`config.mk`:
```
export PLATFORM = sky130hd
export DESIGN_NAME = par_resolver
export DESIGN_NICKNAME = d
export VERILOG_FILES = /design/src/par_pkg.sv /design/src/par_resolver.sv
export SDC_FILE = /design/constraint.sdc
export NUM_CORES = 1
export LEC_CHECK = 0
export ABC_AREA = 0
export BUFFER_PORTS_ARGS = -buffer_cell sky130_fd_sc_hd__buf_2
export CAP_MARGIN = 5
export CELL_PAD_IN_SITES_DETAIL_PLACEMENT = 0
export CELL_PAD_IN_SITES_GLOBAL_PLACEMENT = 1
export CORE_AREA = 4 4 222 224
export DETAILED_ROUTE_END_ITERATION = 8
export DIE_AREA = 0 0 226 228
export GPL_ROUTABILITY_DRIVEN = 0
export PLACE_DENSITY = 0.95
export SYNTH_ARGS = -nofsm -noshare
export SYNTH_HDL_FRONTEND = slang
export SYNTH_SLANG_ARGS = --single-unit
```
`constraint.sdc`:
```
create_clock -name clk_in -period 24.8 [get_ports clk_in]
set_input_delay 4.96 -clock clk_in [delete_from_list [all_inputs] [get_ports clk_in]]
set_output_delay 4.96 -clock clk_in [all_outputs]
set_load 0.02 [all_outputs]
```
`src/par_pkg.sv`:
```
// Constants, register map and types for the private address resolver.
// Assumes one 100 MHz clock and word-aligned RAM pointers from firmware.
//
// Summary of operation
// A task fires on a write of one or an input pulse.
// Events set their register; only a firmware zero write clears it.
// Events still pulse while their register holds one.
// One interrupt output, high on any enabled pending event.
// Enable set/clear: ones set or clear, zeros ignored, reads give mask.
// Interrupt may stay high four cycles after clear or disable.
// Firmware reads a register after clearing, before leaving its handler.
// Firmware configures registers, then enables the block.
// Enable 3 enables, 0 disables; disabled tasks do nothing.
// Start fetches the six-byte address at the address pointer.
// The address is exactly six bytes read from memory.
// Keys lie 16 bytes apart from the table pointer, tried from zero.
// Only key count keys are tried.
// Key count accepts 1 to 16 and resets to one.
// First matching key raises resolved and ends the search.
// No match among the count raises not-resolved.
// End follows every finished resolution.
// Status holds the index of the last resolving key.
// Memory accesses finish before end or result events.
// Address type bits are never examined or filtered.
// The scratch area holds working data during a resolution.
// Firmware keeps all three pointers in data RAM.
// Start may follow the first six packet bytes landing in RAM.
// Stop aborts a resolution and returns to idle.
package par_pkg;

    // ------------------------------------------------------------
    // Register offsets
    // ------------------------------------------------------------
    localparam logic [11:0] OFS_START_TASK = 12'h000,
        OFS_STOP_TASK = 12'h008,
        OFS_DONE_EVENT = 12'h100,
        OFS_MATCH_EVENT = 12'h104,
        OFS_NOMATCH_EVENT = 12'h108,
        OFS_IRQ_ENABLE_SET = 12'h304,
        OFS_IRQ_ENABLE_CLEAR = 12'h308,
        OFS_LAST_KEY_INDEX = 12'h400,
        OFS_RESOLVER_ENABLE = 12'h500,
        OFS_KEY_COUNT = 12'h504,
        OFS_KEY_TABLE_POINTER = 12'h508,
        OFS_ADDRESS_POINTER = 12'h510,
        OFS_SCRATCH_POINTER = 12'h514;

    // ------------------------------------------------------------
    // Fields and reset values
    // ------------------------------------------------------------
    localparam int IRQ_BIT_DONE = 0, IRQ_BIT_MATCH = 1, IRQ_BIT_NOMATCH = 2;
    localparam logic [1:0] ENABLE_ON = 2'h3, ENABLE_RESET = 2'h0;
    localparam logic [4:0] KEY_COUNT_RESET = 5'h01, KEY_COUNT_MAX = 5'h10;
    localparam logic [31:0] POINTER_RESET = 32'h0000_0000;
    localparam logic [3:0] KEY_INDEX_RESET = 4'h0;
    localparam logic [1:0] KEY_WORDS_LAST = 2'h3, ADDR_WORDS_LAST = 2'h1;
    localparam int KEY_STRIDE_SHIFT = 4;

    typedef enum logic [2:0] {
        PAR_IDLE,
        PAR_FETCH_ADDR,
        PAR_FETCH_KEY,
        PAR_CIPHER,
        PAR_SCRATCH
    } par_state_t;

endpackage

```
`src/par_resolver.sv`:
```
// Private address resolver: register slave, RAM fetch master, search engine.
// Assumes an external block cipher unit answering with a one-cycle ack and
// a RAM master port that honours Avalon-MM waitrequest.
//
// The Avalon-MM slave port was left to the implementer.
`timescale 1ns/1ps
`default_nettype none

module par_resolver (
    input wire logic clk_in,
    input wire logic rst_in,
    // Register slave
    input wire logic [11:0] avs_address_in,
    input wire logic avs_read_in,
    input wire logic avs_write_in,
    input wire logic [31:0] avs_writedata_in,
    output logic [31:0] avs_readdata_out,
    output logic avs_waitrequest_out,
    // Task inputs from the event-task interconnect
    input wire logic start_task_in,
    input wire logic stop_task_in,
    // Event pulses toward the interconnect, and the interrupt output
    output logic done_event_out,
    output logic match_event_out,
    output logic nomatch_event_out,
    output logic irq_out,
    // RAM master
    output logic dma_read_out,
    output logic dma_write_out,
    output logic [31:0] dma_address_out,
    output logic [31:0] dma_writedata_out,
    input wire logic [31:0] dma_readdata_in,
    input wire logic dma_waitrequest_in,
    // Block cipher unit
    output logic cipher_req_out,
    output logic [127:0] cipher_key_out,
    output logic [127:0] cipher_data_out,
    input wire logic cipher_ack_in,
    input wire logic [127:0] cipher_result_in
);
    import par_pkg::*;

    // ------------------------------------------------------------
    // Declarations
    // ------------------------------------------------------------
    par_state_t state_q;
    logic ack_q, wr_take, start_req, stop_req, abort_q, dma_done, irq_q;
    logic done_pulse_q, match_pulse_q, nomatch_pulse_q, last_key;
    logic [31:0] rdata_q, rd_mux, key_addr;
    logic [31:0] key_ptr_q, addr_ptr_q, scratch_ptr_q;
    logic [2:0] event_q, irq_mask_q, ev_pulse;
    logic [1:0] enable_q, word_q;
    logic [4:0] key_count_q, key_idx_q;
    logic [3:0] last_index_q;
    logic [47:0] addr_q;
    logic [127:0] key_q;
    logic [23:0] hash_q;

    // ------------------------------------------------------------
    // Bus slave handshake
    // ------------------------------------------------------------
    // Every access waits exactly one cycle, so read data can be registered.
    assign avs_waitrequest_out = (avs_read_in | avs_write_in) & ~ack_q;
    assign wr_take = avs_write_in & ack_q;
    assign avs_readdata_out = rdata_q;

    always_ff @(posedge clk_in or posedge rst_in) begin
        if (rst_in) begin
            ack_q <= 1'b0;
        end else begin
            ack_q <= (avs_read_in | avs_write_in) & ~ack_q;
        end
    end

    always_comb begin
        rd_mux = 32'h0000_0000;
        if (avs_address_in == OFS_DONE_EVENT) begin
            rd_mux = 32'(event_q[IRQ_BIT_DONE]);
        end else if (avs_address_in == OFS_MATCH_EVENT) begin
            rd_mux = 32'(event_q[IRQ_BIT_MATCH]);
        end else if (avs_address_in == OFS_NOMATCH_EVENT) begin
            rd_mux = 32'(event_q[IRQ_BIT_NOMATCH]);
        end else if (avs_address_in == OFS_IRQ_ENABLE_SET ||
                     avs_address_in == OFS_IRQ_ENABLE_CLEAR) begin
            rd_mux = 32'(irq_mask_q);
        end else if (avs_address_in == OFS_LAST_KEY_INDEX) begin
            rd_mux = 32'(last_index_q);
        end else if (avs_address_in == OFS_RESOLVER_ENABLE) begin
            rd_mux = 32'(enable_q);
        end else if (avs_address_in == OFS_KEY_COUNT) begin
            rd_mux = 32'(key_count_q);
        end else if (avs_address_in == OFS_KEY_TABLE_POINTER) begin
            rd_mux = key_ptr_q;
        end else if (avs_address_in == OFS_ADDRESS_POINTER) begin
            rd_mux = addr_ptr_q;
        end else if (avs_address_in == OFS_SCRATCH_POINTER) begin
            rd_mux = scratch_ptr_q;
        end
    end

    // Task registers and unmapped offsets read as zero
    always_ff @(posedge clk_in or posedge rst_in) begin
        if (rst_in) begin
            rdata_q <= 32'h0000_0000;
        end else if (avs_read_in & ~ack_q) begin
            rdata_q <= rd_mux;
        end
    end

    // ------------------------------------------------------------
    // Configuration registers
    // ------------------------------------------------------------
    always_ff @(posedge clk_in or posedge rst_in) begin
        if (rst_in) begin
            enable_q <= ENABLE_RESET;
            key_count_q <= KEY_COUNT_RESET;
            key_ptr_q <= POINTER_RESET;
            addr_ptr_q <= POINTER_RESET;
            scratch_ptr_q <= POINTER_RESET;
        end else if (wr_take) begin
            if (avs_address_in == OFS_RESOLVER_ENABLE) begin
                enable_q <= avs_writedata_in[1:0];
            end else if (avs_address_in == OFS_KEY_COUNT) begin
                // Out-of-range counts are dropped: no empty or long search
                if (avs_writedata_in != 32'h0000_0000 &&
                    avs_writedata_in <= 32'(KEY_COUNT_MAX)) begin
                    key_count_q <= avs_writedata_in[4:0];
                end
            end else if (avs_address_in == OFS_KEY_TABLE_POINTER) begin
                key_ptr_q <= avs_writedata_in;
            end else if (avs_address_in == OFS_ADDRESS_POINTER) begin
                addr_ptr_q <= avs_writedata_in;
            end else if (avs_address_in == OFS_SCRATCH_POINTER) begin
                scratch_ptr_q <= avs_writedata_in;
            end
        end
    end

    // ------------------------------------------------------------
    // Tasks
    // ------------------------------------------------------------
    assign start_req = (enable_q == ENABLE_ON) & (start_task_in |
        (wr_take & avs_address_in == OFS_START_TASK &
         avs_writedata_in[0]));
    assign stop_req = (enable_q == ENABLE_ON) & (stop_task_in |
        (wr_take & avs_address_in == OFS_STOP_TASK &
         avs_writedata_in[0]));

    // ------------------------------------------------------------
    // Events and interrupt
    // ------------------------------------------------------------
    assign ev_pulse = {nomatch_pulse_q, match_pulse_q, done_pulse_q};
    assign done_event_out = done_pulse_q;
    assign match_event_out = match_pulse_q;
    assign nomatch_event_out = nomatch_pulse_q;

    // A new event in the clearing cycle wins over the clear
    always_ff @(posedge clk_in or posedge rst_in) begin
        if (rst_in) begin
            event_q <= 3'h0;
        end else begin
            for (int i = 0; i < 3; i++) begin
                if (ev_pulse[i]) begin
                    event_q[i] <= 1'b1;
                end else if (wr_take && !avs_writedata_in[0] &&
                             avs_address_in == OFS_DONE_EVENT +
                             12'(4 * i)) begin
                    event_q[i] <= 1'b0;
                end
            end
        end
    end

    always_ff @(posedge clk_in or posedge rst_in) begin
        if (rst_in) begin
            irq_mask_q <= 3'h0;
        end else if (wr_take) begin
            if (avs_address_in == OFS_IRQ_ENABLE_SET) begin
                irq_mask_q <= irq_mask_q | avs_writedata_in[2:0];
            end else if (avs_address_in == OFS_IRQ_ENABLE_CLEAR) begin
                irq_mask_q <= irq_mask_q & ~avs_writedata_in[2:0];
            end
        end
    end

    // Registered: drops one cycle after a clear, inside the four allowed
    always_ff @(posedge clk_in or posedge rst_in) begin
        if (rst_in) begin
            irq_q <= 1'b0;
        end else begin
            irq_q <= |(event_q & irq_mask_q);
        end
    end
    assign irq_out = irq_q;

    // ------------------------------------------------------------
    // Search engine and RAM master
    // ------------------------------------------------------------
    assign key_addr = key_ptr_q + {24'h00_0000, key_idx_q[3:0], 4'h0} +
        {28'h000_0000, word_q, 2'h0};
    assign dma_done = (dma_read_out | dma_write_out) & ~dma_waitrequest_in;
    assign last_key = (key_idx_q + 5'h01) == key_count_q;

    // Stop cannot cut a RAM access short without breaking the bus, so it
    // is held in abort_q until the pending word completes.
    always_ff @(posedge clk_in or posedge rst_in) begin
        if (rst_in) begin
            state_q <= PAR_IDLE;
            word_q <= 2'h0;
            key_idx_q <= 5'h00;
            addr_q <= 48'h0000_0000_0000;
            key_q <= 128'h0;
            hash_q <= 24'h00_0000;
            abort_q <= 1'b0;
            dma_read_out <= 1'b0;
            dma_write_out <= 1'b0;
            dma_address_out <= 32'h0000_0000;
            dma_writedata_out <= 32'h0000_0000;
            cipher_req_out <= 1'b0;
            last_index_q <= KEY_INDEX_RESET;
            done_pulse_q <= 1'b0;
            match_pulse_q <= 1'b0;
            nomatch_pulse_q <= 1'b0;
        end else begin
            done_pulse_q <= 1'b0;
            match_pulse_q <= 1'b0;
            nomatch_pulse_q <= 1'b0;
            if (stop_req && state_q != PAR_IDLE) begin
                abort_q <= 1'b1;
            end
            case (state_q)
                PAR_IDLE: begin
                    abort_q <= 1'b0;
                    if (start_req && !stop_req) begin
                        state_q <= PAR_FETCH_ADDR;
                        word_q <= 2'h0;
                        key_idx_q <= 5'h00;
                        dma_read_out <= 1'b1;
                        dma_address_out <= addr_ptr_q;
                    end
                end
                PAR_FETCH_ADDR: begin
                    if (dma_done) begin
                        // Six bytes only: the type bits are kept as read
                        if (word_q == 2'h0) begin
                            addr_q[31:0] <= dma_readdata_in;
                        end else begin
                            addr_q[47:32] <= dma_readdata_in[15:0];
                        end
                        if (abort_q || stop_req) begin
                            dma_read_out <= 1'b0;
                            state_q <= PAR_IDLE;
                        end else if (word_q == ADDR_WORDS_LAST) begin
                            word_q <= 2'h0;
                            state_q <= PAR_FETCH_KEY;
                            dma_address_out <= key_ptr_q;
                        end else begin
                            word_q <= word_q + 2'h1;
                            dma_address_out <= addr_ptr_q + 32'h0000_0004;
                        end
                    end
                end
                PAR_FETCH_KEY: begin
                    if (dma_done) begin
                        key_q[32 * word_q +: 32] <= dma_readdata_in;
                        if (abort_q || stop_req) begin
                            dma_read_out <= 1'b0;
                            state_q <= PAR_IDLE;
                        end else if (word_q == KEY_WORDS_LAST) begin
                            dma_read_out <= 1'b0;
                            cipher_req_out <= 1'b1;
                            state_q <= PAR_CIPHER;
                        end else begin
                            word_q <= word_q + 2'h1;
                            dma_address_out <= key_addr + 32'h0000_0004;
                        end
                    end
                end
                PAR_CIPHER: begin
                    if (stop_req || abort_q) begin
                        cipher_req_out <= 1'b0;
                        state_q <= PAR_IDLE;
                    end else if (cipher_ack_in) begin
                        cipher_req_out <= 1'b0;
                        hash_q <= cipher_result_in[23:0];
                        dma_write_out <= 1'b1;
                        dma_address_out <= scratch_ptr_q;
                        dma_writedata_out <= {8'h00,
                                              cipher_result_in[23:0]};
                        state_q <= PAR_SCRATCH;
                    end
                end
                PAR_SCRATCH: begin
                    // Events wait for the scratch write to be accepted
                    if (dma_done) begin
                        dma_write_out <= 1'b0;
                        word_q <= 2'h0;
                        if (abort_q || stop_req) begin
                            state_q <= PAR_IDLE;
                        end else if (hash_q == addr_q[23:0]) begin
                            last_index_q <= key_idx_q[3:0];
                            match_pulse_q <= 1'b1;
                            done_pulse_q <= 1'b1;
                            state_q <= PAR_IDLE;
                        end else if (last_key) begin
                            nomatch_pulse_q <= 1'b1;
                            done_pulse_q <= 1'b1;
                            state_q <= PAR_IDLE;
                        end else begin
                            key_idx_q <= key_idx_q + 5'h01;
                            dma_read_out <= 1'b1;
                            // Still on word 3, so four on is the next slot
                            dma_address_out <= key_addr + 32'h0000_0004;
                            state_q <= PAR_FETCH_KEY;
                        end
                    end
                end
                default: begin
                    state_q <= PAR_IDLE;
                end
            endcase
        end
    end

    // ------------------------------------------------------------
    // Cipher operands
    // ------------------------------------------------------------
    // Plain text is the random part padded with zeros; only the low 24
    // result bits are compared against the hash part.
    assign cipher_key_out = key_q;
    assign cipher_data_out = {104'h0, addr_q[47:24]};

endmodule

`default_nettype wire

```
==> results of run 1 <==
==> through the flow <==
stage	cell area, um^2	hold slack, ns
finish	23300	0.473
global route	23300	0.500
CTS	23300	0.478
detailed placement	21900	0.460
global placement	21900	0.458
floorplan	20500	0.450
==> cell usage after synthesis (4+ instances only) <==
master,number
a211oi_1,4
a21boi_0,5
a21o_1,9
a21oi_1,66
a221o_1,4
a221oi_1,18
a222oi_1,5
a22o_1,4
a22oi_1,7
a31oi_1,6
and2_1,11
and3_1,16
buf_1,7
buf_2,13
buf_4,140
clkbuf_1,94
dfrtp_1,395
ha_1,21
inv_1,28
mux2_1,84
mux2_2,117
mux2i_1,7
nand2_1,363
nand3_1,41
nand4_1,22
nor2_1,58
nor2b_1,7
nor3_1,28
nor3b_1,6
nor4_1,15
o211ai_1,9
o21ai_0,187
o21ai_1,9
o221ai_1,4
o22ai_1,44
o31ai_1,33
or3_1,9
or4_1,7
xnor2_1,40
xor2_1,21
==> worst min path at each step <==
stage | cells after the start | endpoint | from
finish | 1 | ack_q | ack_q
detailed placement | 1 | ack_q | ack_q
floorplan | 2 | last_index_q[2] | last_index_q[2]
CTS | 2 | cipher_key_out[86] | cipher_key_out[86]
global route | 2 | cipher_key_out[38] | cipher_key_out[38]
global placement | 2 | cipher_key_out[15] | cipher_key_out[15]
==> registers in the layout, indices dropped and copies added (netlist names), 2 cells and up, named ones only <==
signal	flops
cipher_key_out	128
addr_q	48
addr_ptr_q	32
avs_readdata_out	32
dma_address_out	32
key_ptr_q	32
scratch_ptr_q	32
hash_q	24
key_count_q	5
key_idx_q	5
last_index_q	4
event_q	3
state_q	3
enable_q	2
word_q	2
==> report_power, final <==
group / total [mW] / switching, mW / internal (mW)
clock: 0.649 / 0.272 / 0.377
combinational: 0.908 / 0.614 / 0.294
sequential: 0.918 / 0.116 / 0.802
total: 2.47 / 1.00 / 1.47
==> worst reg2reg max path: cells and delay by family, from the launching register on <==
family | cells | cell delay, ns
muxes | 1 | 0.35
adders and majority gates | 3 | 0.73
buffers and inverters | 2 | 0.34
and+or+nand+nor | 1 | 0.42
DFF | 1 | 0.53
xor gates and xnor gates | 1 | 0.23
AOI/OAI and AO/OA | 4 | 1.27
==> layer usage <==
| metal | share of wire | wire [um] | up-vias | GRT usage |
|---|---|---|---|---|
| li1 | - | - | 7455 | - |
| met5 | 0.0011 | 69 | - | 0 |
| met3 | 0.098 | 6410 | 125 | 0.0720 |
| met1 | 0.38 | 24600 | 8170 | 0.306 |
| met4 | 0.030 | 1990 | 10 | 0.0791 |
| met2 | 0.49 | 32100 | 864 | 0.414 |
==> cell type report <==
cell class | instances | area share
clock inverters | 20 | 0.0101
multi-input cells | 1454 | 0.391
repair buffers | 380 | 0.0844
well taps | 615 | 0.0331
inverters | 28 | 0.00484
clock buffers | 57 | 0.0503
flip-flops and latches | 396 | 0.426
diodes | 3 | 0.000323
==> kinds of logic (layout without fill, tap and decap cells) <==
kind of cell               count (synthesis)  in the layout
DFF                                      396            396
other                                      1            115
buffers and inverters                    282            485
AOI/OAI and AO/OA                        446            446
muxes                                    208            208
xor gates and xnor gates                  61             61
and+or+nand+nor                          605            605
adders and majority gates                 22             22
==> results.tsv, run 1 <==
stage	metric	value	unit
run_status	status	finished, final reports clean	
place	portBuffers	355	
cells_and_area	drive_above_1_share	0.251	
synthesis	synth_edf_count	0	
sta	fmax	0.0966	GHz
cells_and_area	nFillCells	4290	
cells_and_area	fin_util	0.491	
cts	cts_tree	built	
drt	ant_nets	0	
cells_and_area	area_growth_syn_to_layout	15.6	%
floorplanning	die_w	226	um
global_route	grt_overflow_total	0	
critical_path	r2r-start	word_q[0]	
cts	postCtsSetupBuffers	0	
critical_path	crit_path_top_delay_cell	buf_2	
synthesis	seq_area_frac_synth	0.492	
cts	cts_hold_buffers	0	
synthesis	syn_area	0.0201	mm^2
drt	totalWireLength	65200	um
global_route	first_global_vias	16700	
cells_and_area	nets	2538	
sta	drv_slew	0	
cells_and_area	final_common_cell	dfrtp_1	
critical_path	crit_type	input pin to output pin	
critical_path	crit_chain	buf_2 -> nor2_1 -> nor2_1 -> buf_2	
synthesis	yosys_warnings	0	
sta	finalCritPeriodShare	0.417	
sta	final.setup.tns	0	ns
sta	rsz0062_at_grt	false	
synthesis	yosysTopAreaCell	dfrtp_1	
drt	vias_per_cell	5.63	
critical_path	crit_path_end	avs_waitrequest_out	
global_route	grt_pass1_wl	100000	um
global_route	grt.total_usage	0.247	
floorplanning	fp.dieH	228	um
synthesis	async_reset_ff_frac	1.00	
floorplanning	die-area	0.0515	mm^2
floorplanning	rows	80	
global_route	grt_start_max_net_pins	146	
sta	tightestPinTransition	1.18	ns
synthesis	yosys.area.top_type_share	0.491	
cts	cts-root-buf	clkbuf_16	
synthesis	synth_top_family_by_area	compound AO/OA/AOI/OAI gates	
cts	tritoncts_num_sinks	396	
sta	worst_slew_margin_rel	0.216	
drt	firstDrtPassIters	6	
cts	htree_levels	2	
critical_path	setup.worst_path.end_class	output pin	
cts	cts_made_buffers	44	
critical_path	r2r_slack	20.81	ns
sta	setup_violations	0	
critical_path	startpoint_type	input pin	
synthesis	synth_area_leaders	dfrtp_1 49%, nand2_1 6.8%, mux2_2 6.5%	
critical_path	critPathLaunch	avs_write_in	
sta	min_period	10.35	ns
cts	cts_resized	0	
cells_and_area	regArea	0.00991	mm^2
min_path	min_path_type	flop to flop	
floorplanning	start_util	0.425	
cells_and_area	instances_no_fill	2953	
synthesis	synth-xor-area-share	0.0265	
sta	fin_ws	14.45	ns
critical_path	cpPeakStageDelay	0.18	ns
cells_and_area	multi_input_area	0.00910	mm^2
critical_path	path_max_fanout	3	
synthesis	synth_compound_area_frac	0.136	
power	total_power	2.47	mW
floorplanning	core	0.0473	mm^2
drt	vias	16600	
synthesis	synth_mux_area_frac	0.116	
drt	wl_per_cell	22.1	um
place	dp.cells	2873	
drt	drc_errors	0	
floorplanning	io_pins	572	
synthesis	syn_inst	2021	
critical_path	reg2reg_depth	12	
sta	hold_viol	0	
power	leakage	11.3	nW
critical_path	cp_top_family	buffers and inverters	
global_route	antenna_found_initial	8	
critical_path	cp_num_buf_inv	2	
power	ir_worst_vdd	0.0877	mV
cts	clock_latency	0.58	ns
cts	clockBufferDepth	3	
synthesis	synthFlopType	dfrtp_1	
synthesis	synth.distinct_cells	76	
run	cap_violations	0	
synthesis	synth_seq_cells	396	
critical_path	cp.required	19.84	ns
drt	first_iter_violations	1457	
place	post-dp-hpwl	46200	um
synthesis	synth-simple-area-share	0.135	
critical_path	cp.arrival	5.39	ns
cts	clk_pin_slew	0.06	ns
synthesis	synth_fa_ha_area_frac	0.0140	
synthesis	syn_avg_cell_area	9.96	um^2
place	place_ws	14.43	ns
sta	fin_skew	0.0223	ns
critical_path	crit-reg2reg-capture	dma_address_out[25]	
power	powerDensity	106	mW/mm^2
cells_and_area	final_cell_mix	395 x dfrtp_1, 359 x nand2_1, 355 x buf_2, 187 x o21ai_0, 117 x mux2_2	
critical_path	cp.depth	4	
No activity file was read; power rests on OpenSTA's default activity.
==> run 2, diff against run 1 <==
==> config.mk (replaced) <==
export PLATFORM = sky130hd
export DESIGN_NAME = par_resolver
export DESIGN_NICKNAME = d
export VERILOG_FILES = /design/src/par_pkg.sv /design/src/par_resolver.sv
export SDC_FILE = /design/constraint.sdc
export NUM_CORES = 1
export LEC_CHECK = 0
export ABC_AREA = 1
export BUFFER_PORTS_ARGS = -buffer_cell sky130_fd_sc_hd__buf_2
export CAP_MARGIN = 5
export CELL_PAD_IN_SITES_DETAIL_PLACEMENT = 0
export CELL_PAD_IN_SITES_GLOBAL_PLACEMENT = 1
export CORE_AREA = 4 4 252 254
export DETAILED_ROUTE_END_ITERATION = 8
export DIE_AREA = 0 0 256 258
export GPL_ROUTABILITY_DRIVEN = 0
export PLACE_DENSITY = 0.88
export SYNTH_ARGS = -nofsm -noshare
export SYNTH_HDL_FRONTEND = slang
export SYNTH_SLANG_ARGS = --single-unit
==> constraint.sdc (replaced) <==
create_clock -name clk_in -period 8.8 [get_ports clk_in]
set_input_delay 1.76 -clock clk_in [delete_from_list [all_inputs] [get_ports clk_in]]
set_output_delay 1.76 -clock clk_in [all_outputs]
set_load 0.02 [all_outputs]
==> results.tsv, run 2 <==
stage	metric	value	unit	change
drt	wl_per_cell	20.0	um	-9.2%
sta	final.setup.tns	0	ns	unchanged
drt	first_iter_violations	1710		+17%
synthesis	syn_area	0.0213	mm^2	+6.0%
critical_path	cp.required	9.28	ns	-10.56 ns
drt	vias_per_cell	5.17		-8.2%
min_path	whs_endpoint	ack_q		
critical_path	path_max_fanout	111		+108
sta	worst_slew_margin_rel	0.195		-0.0212
sta	setup_violations	0		unchanged
cells_and_area	final_cell_mix	748 x nand2_1, 395 x dfrtp_1, 355 x buf_2, 311 x o21ai_0, 209 x inv_1		
run_status	status	finished, final reports clean		
critical_path	r2r-start	word_q[0]		
cells_and_area	area_growth_syn_to_layout	15.2	%	
synthesis	seq_area_frac_synth	0.464		-0.0279
cts	cts_resized	0		unchanged
floorplanning	core	0.0613	mm^2	+29%
global_route	grt_pass1_wl	115000	um	+14%
cells_and_area	regArea	0.00991	mm^2	unchanged
cells_and_area	nFillCells	6281		+46%
sta	min_period	4.12	ns	
sta	fmax	0.243	GHz	
place	portBuffers	355		unchanged
drt	firstDrtPassIters	7		+1
cts	cts_hold_buffers	0		unchanged
cells_and_area	drive_above_1_share	0.181		-0.0708
synthesis	synth_edf_count	0		unchanged
floorplanning	die_w	256	um	+13%
place	post-dp-hpwl	53800	um	+16%
sta	finalCritPeriodShare	0.468		
synthesis	async_reset_ff_frac	1.00		unchanged
sta	drv_slew	0		unchanged
synthesis	yosysTopAreaCell	dfrtp_1		
cts	cts-root-buf	clkbuf_16		
sta	fin_skew	0.0292	ns	+0.00691 ns
sta	tightestPinTransition	1.21	ns	+0.0304 ns
run	cap_violations	0		unchanged
floorplanning	start_util	0.348		-0.0768
cts	cts_tree	built		
min_path	hold_depth	1		unchanged
power	powerDensity	264	mW/mm^2	+150%
drt	drc_errors	0		unchanged
cts	postCtsSetupBuffers	0		unchanged
drt	totalWireLength	75900	um	+16%
synthesis	yosys_warnings	0		unchanged
cts	clk_pin_slew	0.07	ns	about the same
global_route	antenna_found_initial	5		-3
cts	clockBufferDepth	3		unchanged
floorplanning	die-area	0.0660	mm^2	+28%
global_route	grt_start_max_net_pins	157		+7.5%
synthesis	synth_top_family_by_area	simple AND/OR/NAND/NOR gates		
critical_path	r2r_slack	5.08	ns	-15.73 ns
floorplanning	fp.dieH	258	um	+13%
cells_and_area	largest_reg_flops	128		unchanged
critical_path	setup.worst_path.end_class	flop		
synthesis	synth_seq_cells	396		unchanged
synthesis	syn_avg_cell_area	7.93	um^2	-20%
critical_path	crit_type	input pin to flop		
synthesis	synth.distinct_cells	49		-36%
global_route	grt_overflow_total	0		unchanged
critical_path	cp.arrival	4.59	ns	-0.80 ns
synthesis	synth_fa_ha_area_frac	0.0132		-0.000797
synthesis	synthFlopType	dfrtp_1		
synthesis	synthTopCellsByCount	750 x nand2_1, 395 x dfrtp_1, 311 x o21ai_0		
global_route	grt.total_usage	0.220		-0.0267
drt	ant_nets	0		unchanged
cells_and_area	multi_input_area	0.00948	mm^2	+4.2%
cts	clock_latency	0.59	ns	about the same
sta	rsz0062_at_grt	false		
floorplanning	io_pins	572		unchanged
synthesis	synth-xor-area-share	0.0172		-0.00930
critical_path	reg2reg_depth	12		unchanged
drt	vias	19600		+18%
synthesis	synth_compound_area_frac	0.120		-0.0159
synthesis	yosysMostFrequentCell	nand2_1		
min_path	min_path_type	flop to flop		
power	ir_worst_vdd	0.182	mV	+110%
synthesis	synth-simple-area-share	0.251		+0.116
power	leakage	13.0	nW	+14%
sta	holdWs	0.462	ns	-0.0107 ns
cts	tritoncts_num_sinks	396		unchanged
cts	cts_made_buffers	44		unchanged
critical_path	crit-reg2reg-capture	dma_address_out[29]		
sta	hold_viol	0		unchanged
synthesis	syn_inst	2693		+33%
cells_and_area	nets	3200		+26%
synthesis	yosys.area.top_type_share	0.463		-0.0279
global_route	first_global_vias	18800		+12%
cts	htree_levels	2		unchanged
synthesis	synth_area_leaders	dfrtp_1 46%, nand2_1 13%, o21ai_0 7.3%		
critical_path	startpoint_type	input pin		
floorplanning	rows	91		+14%
synthesis	synth_mux_area_frac	0.0195		-0.0964
min_path	hp-start	ack_q		
cells_and_area	final_common_cell	nand2_1		
## run 2: cell type report
| cell class | instances | area share |
|---|---|---|
| Sequential cell | 396 | 0.403 |
| Clock inverter | 13 | 0.00606 |
| Clock buffer | 63 | 0.0509 |
| Timing Repair Buffer | 381 | 0.0807 |
| Inverter | 218 | 0.0334 |
| Antenna cell | 2 | 0.000204 |
| Tap cell | 790 | 0.0402 |
| Multi-Input combinational cell | 1925 | 0.385 |
## run 2: power breakdown
part | switching [mW] | internal [mW]
combinational | 1.68 | 0.610
sequential | 0.236 | 2.14
clock | 0.798 | 1.03
## run 2: worst max path at each step
stage / cells past startpoint / slack, ns / to / from
5_1_grt: 8 / 4.47 / cipher_key_out[31] / dma_waitrequest_in
4_1_cts: 8 / 4.67 / cipher_key_out[31] / dma_waitrequest_in
3_5_place_dp: 8 / 4.03 / cipher_key_out[31] / dma_waitrequest_in
3_3_place_gp: 8 / 4.07 / cipher_key_out[31] / dma_waitrequest_in
6_report: 8 / 4.68 / cipher_key_out[31] / dma_waitrequest_in
2_1_floorplan: 1 / 1.71 / asynchronous set/reset pin / rst_in
## run 2: worst max-delay path, stage by stage
cell    delay, ns
buf_2        0.10
nor2_1       0.52
inv_1        0.12
nor2_1       0.16
inv_2        0.17
buf_4        0.47
nor2_4       0.85
mux2_2       0.41
## run 2: metal layers
metal	routed length, um	part of all wire	global-route usage
met5	12	0.00016	0
met4	2400	0.032	0.0698
met3	6980	0.092	0.0625
met2	36100	0.47	0.364
met1	30500	0.40	0.280
## run 2: per-stage QoR
stage	cell area, um^2	worst slack (ns)	power [mW]	cells	utilization
4_1_cts	24600	4.67	6.52	3786	0.401
3_5_place_dp	23200	4.03	4.69	3710	0.378
2_1_floorplan	21800	1.71	3.96	2804	-
5_1_grt	24600	4.47	6.82	3786	0.401
6_report	24600	4.68	6.49	3788	0.401
3_3_place_gp	23200	4.07	4.66	3710	0.378
## run 2: cell families (layout without fill, tap and decap cells)
family	count (synthesis)	in the layout
XOR/XNOR	42	42
AO/OA/AOI/OAI	471	471
adder cells (fa/ha/maj)	22	22
AND/OR/NAND/NOR	1241	1241
multiplexers	37	37
other	1	114
flip-flops	396	396
buffers and inverters	483	675
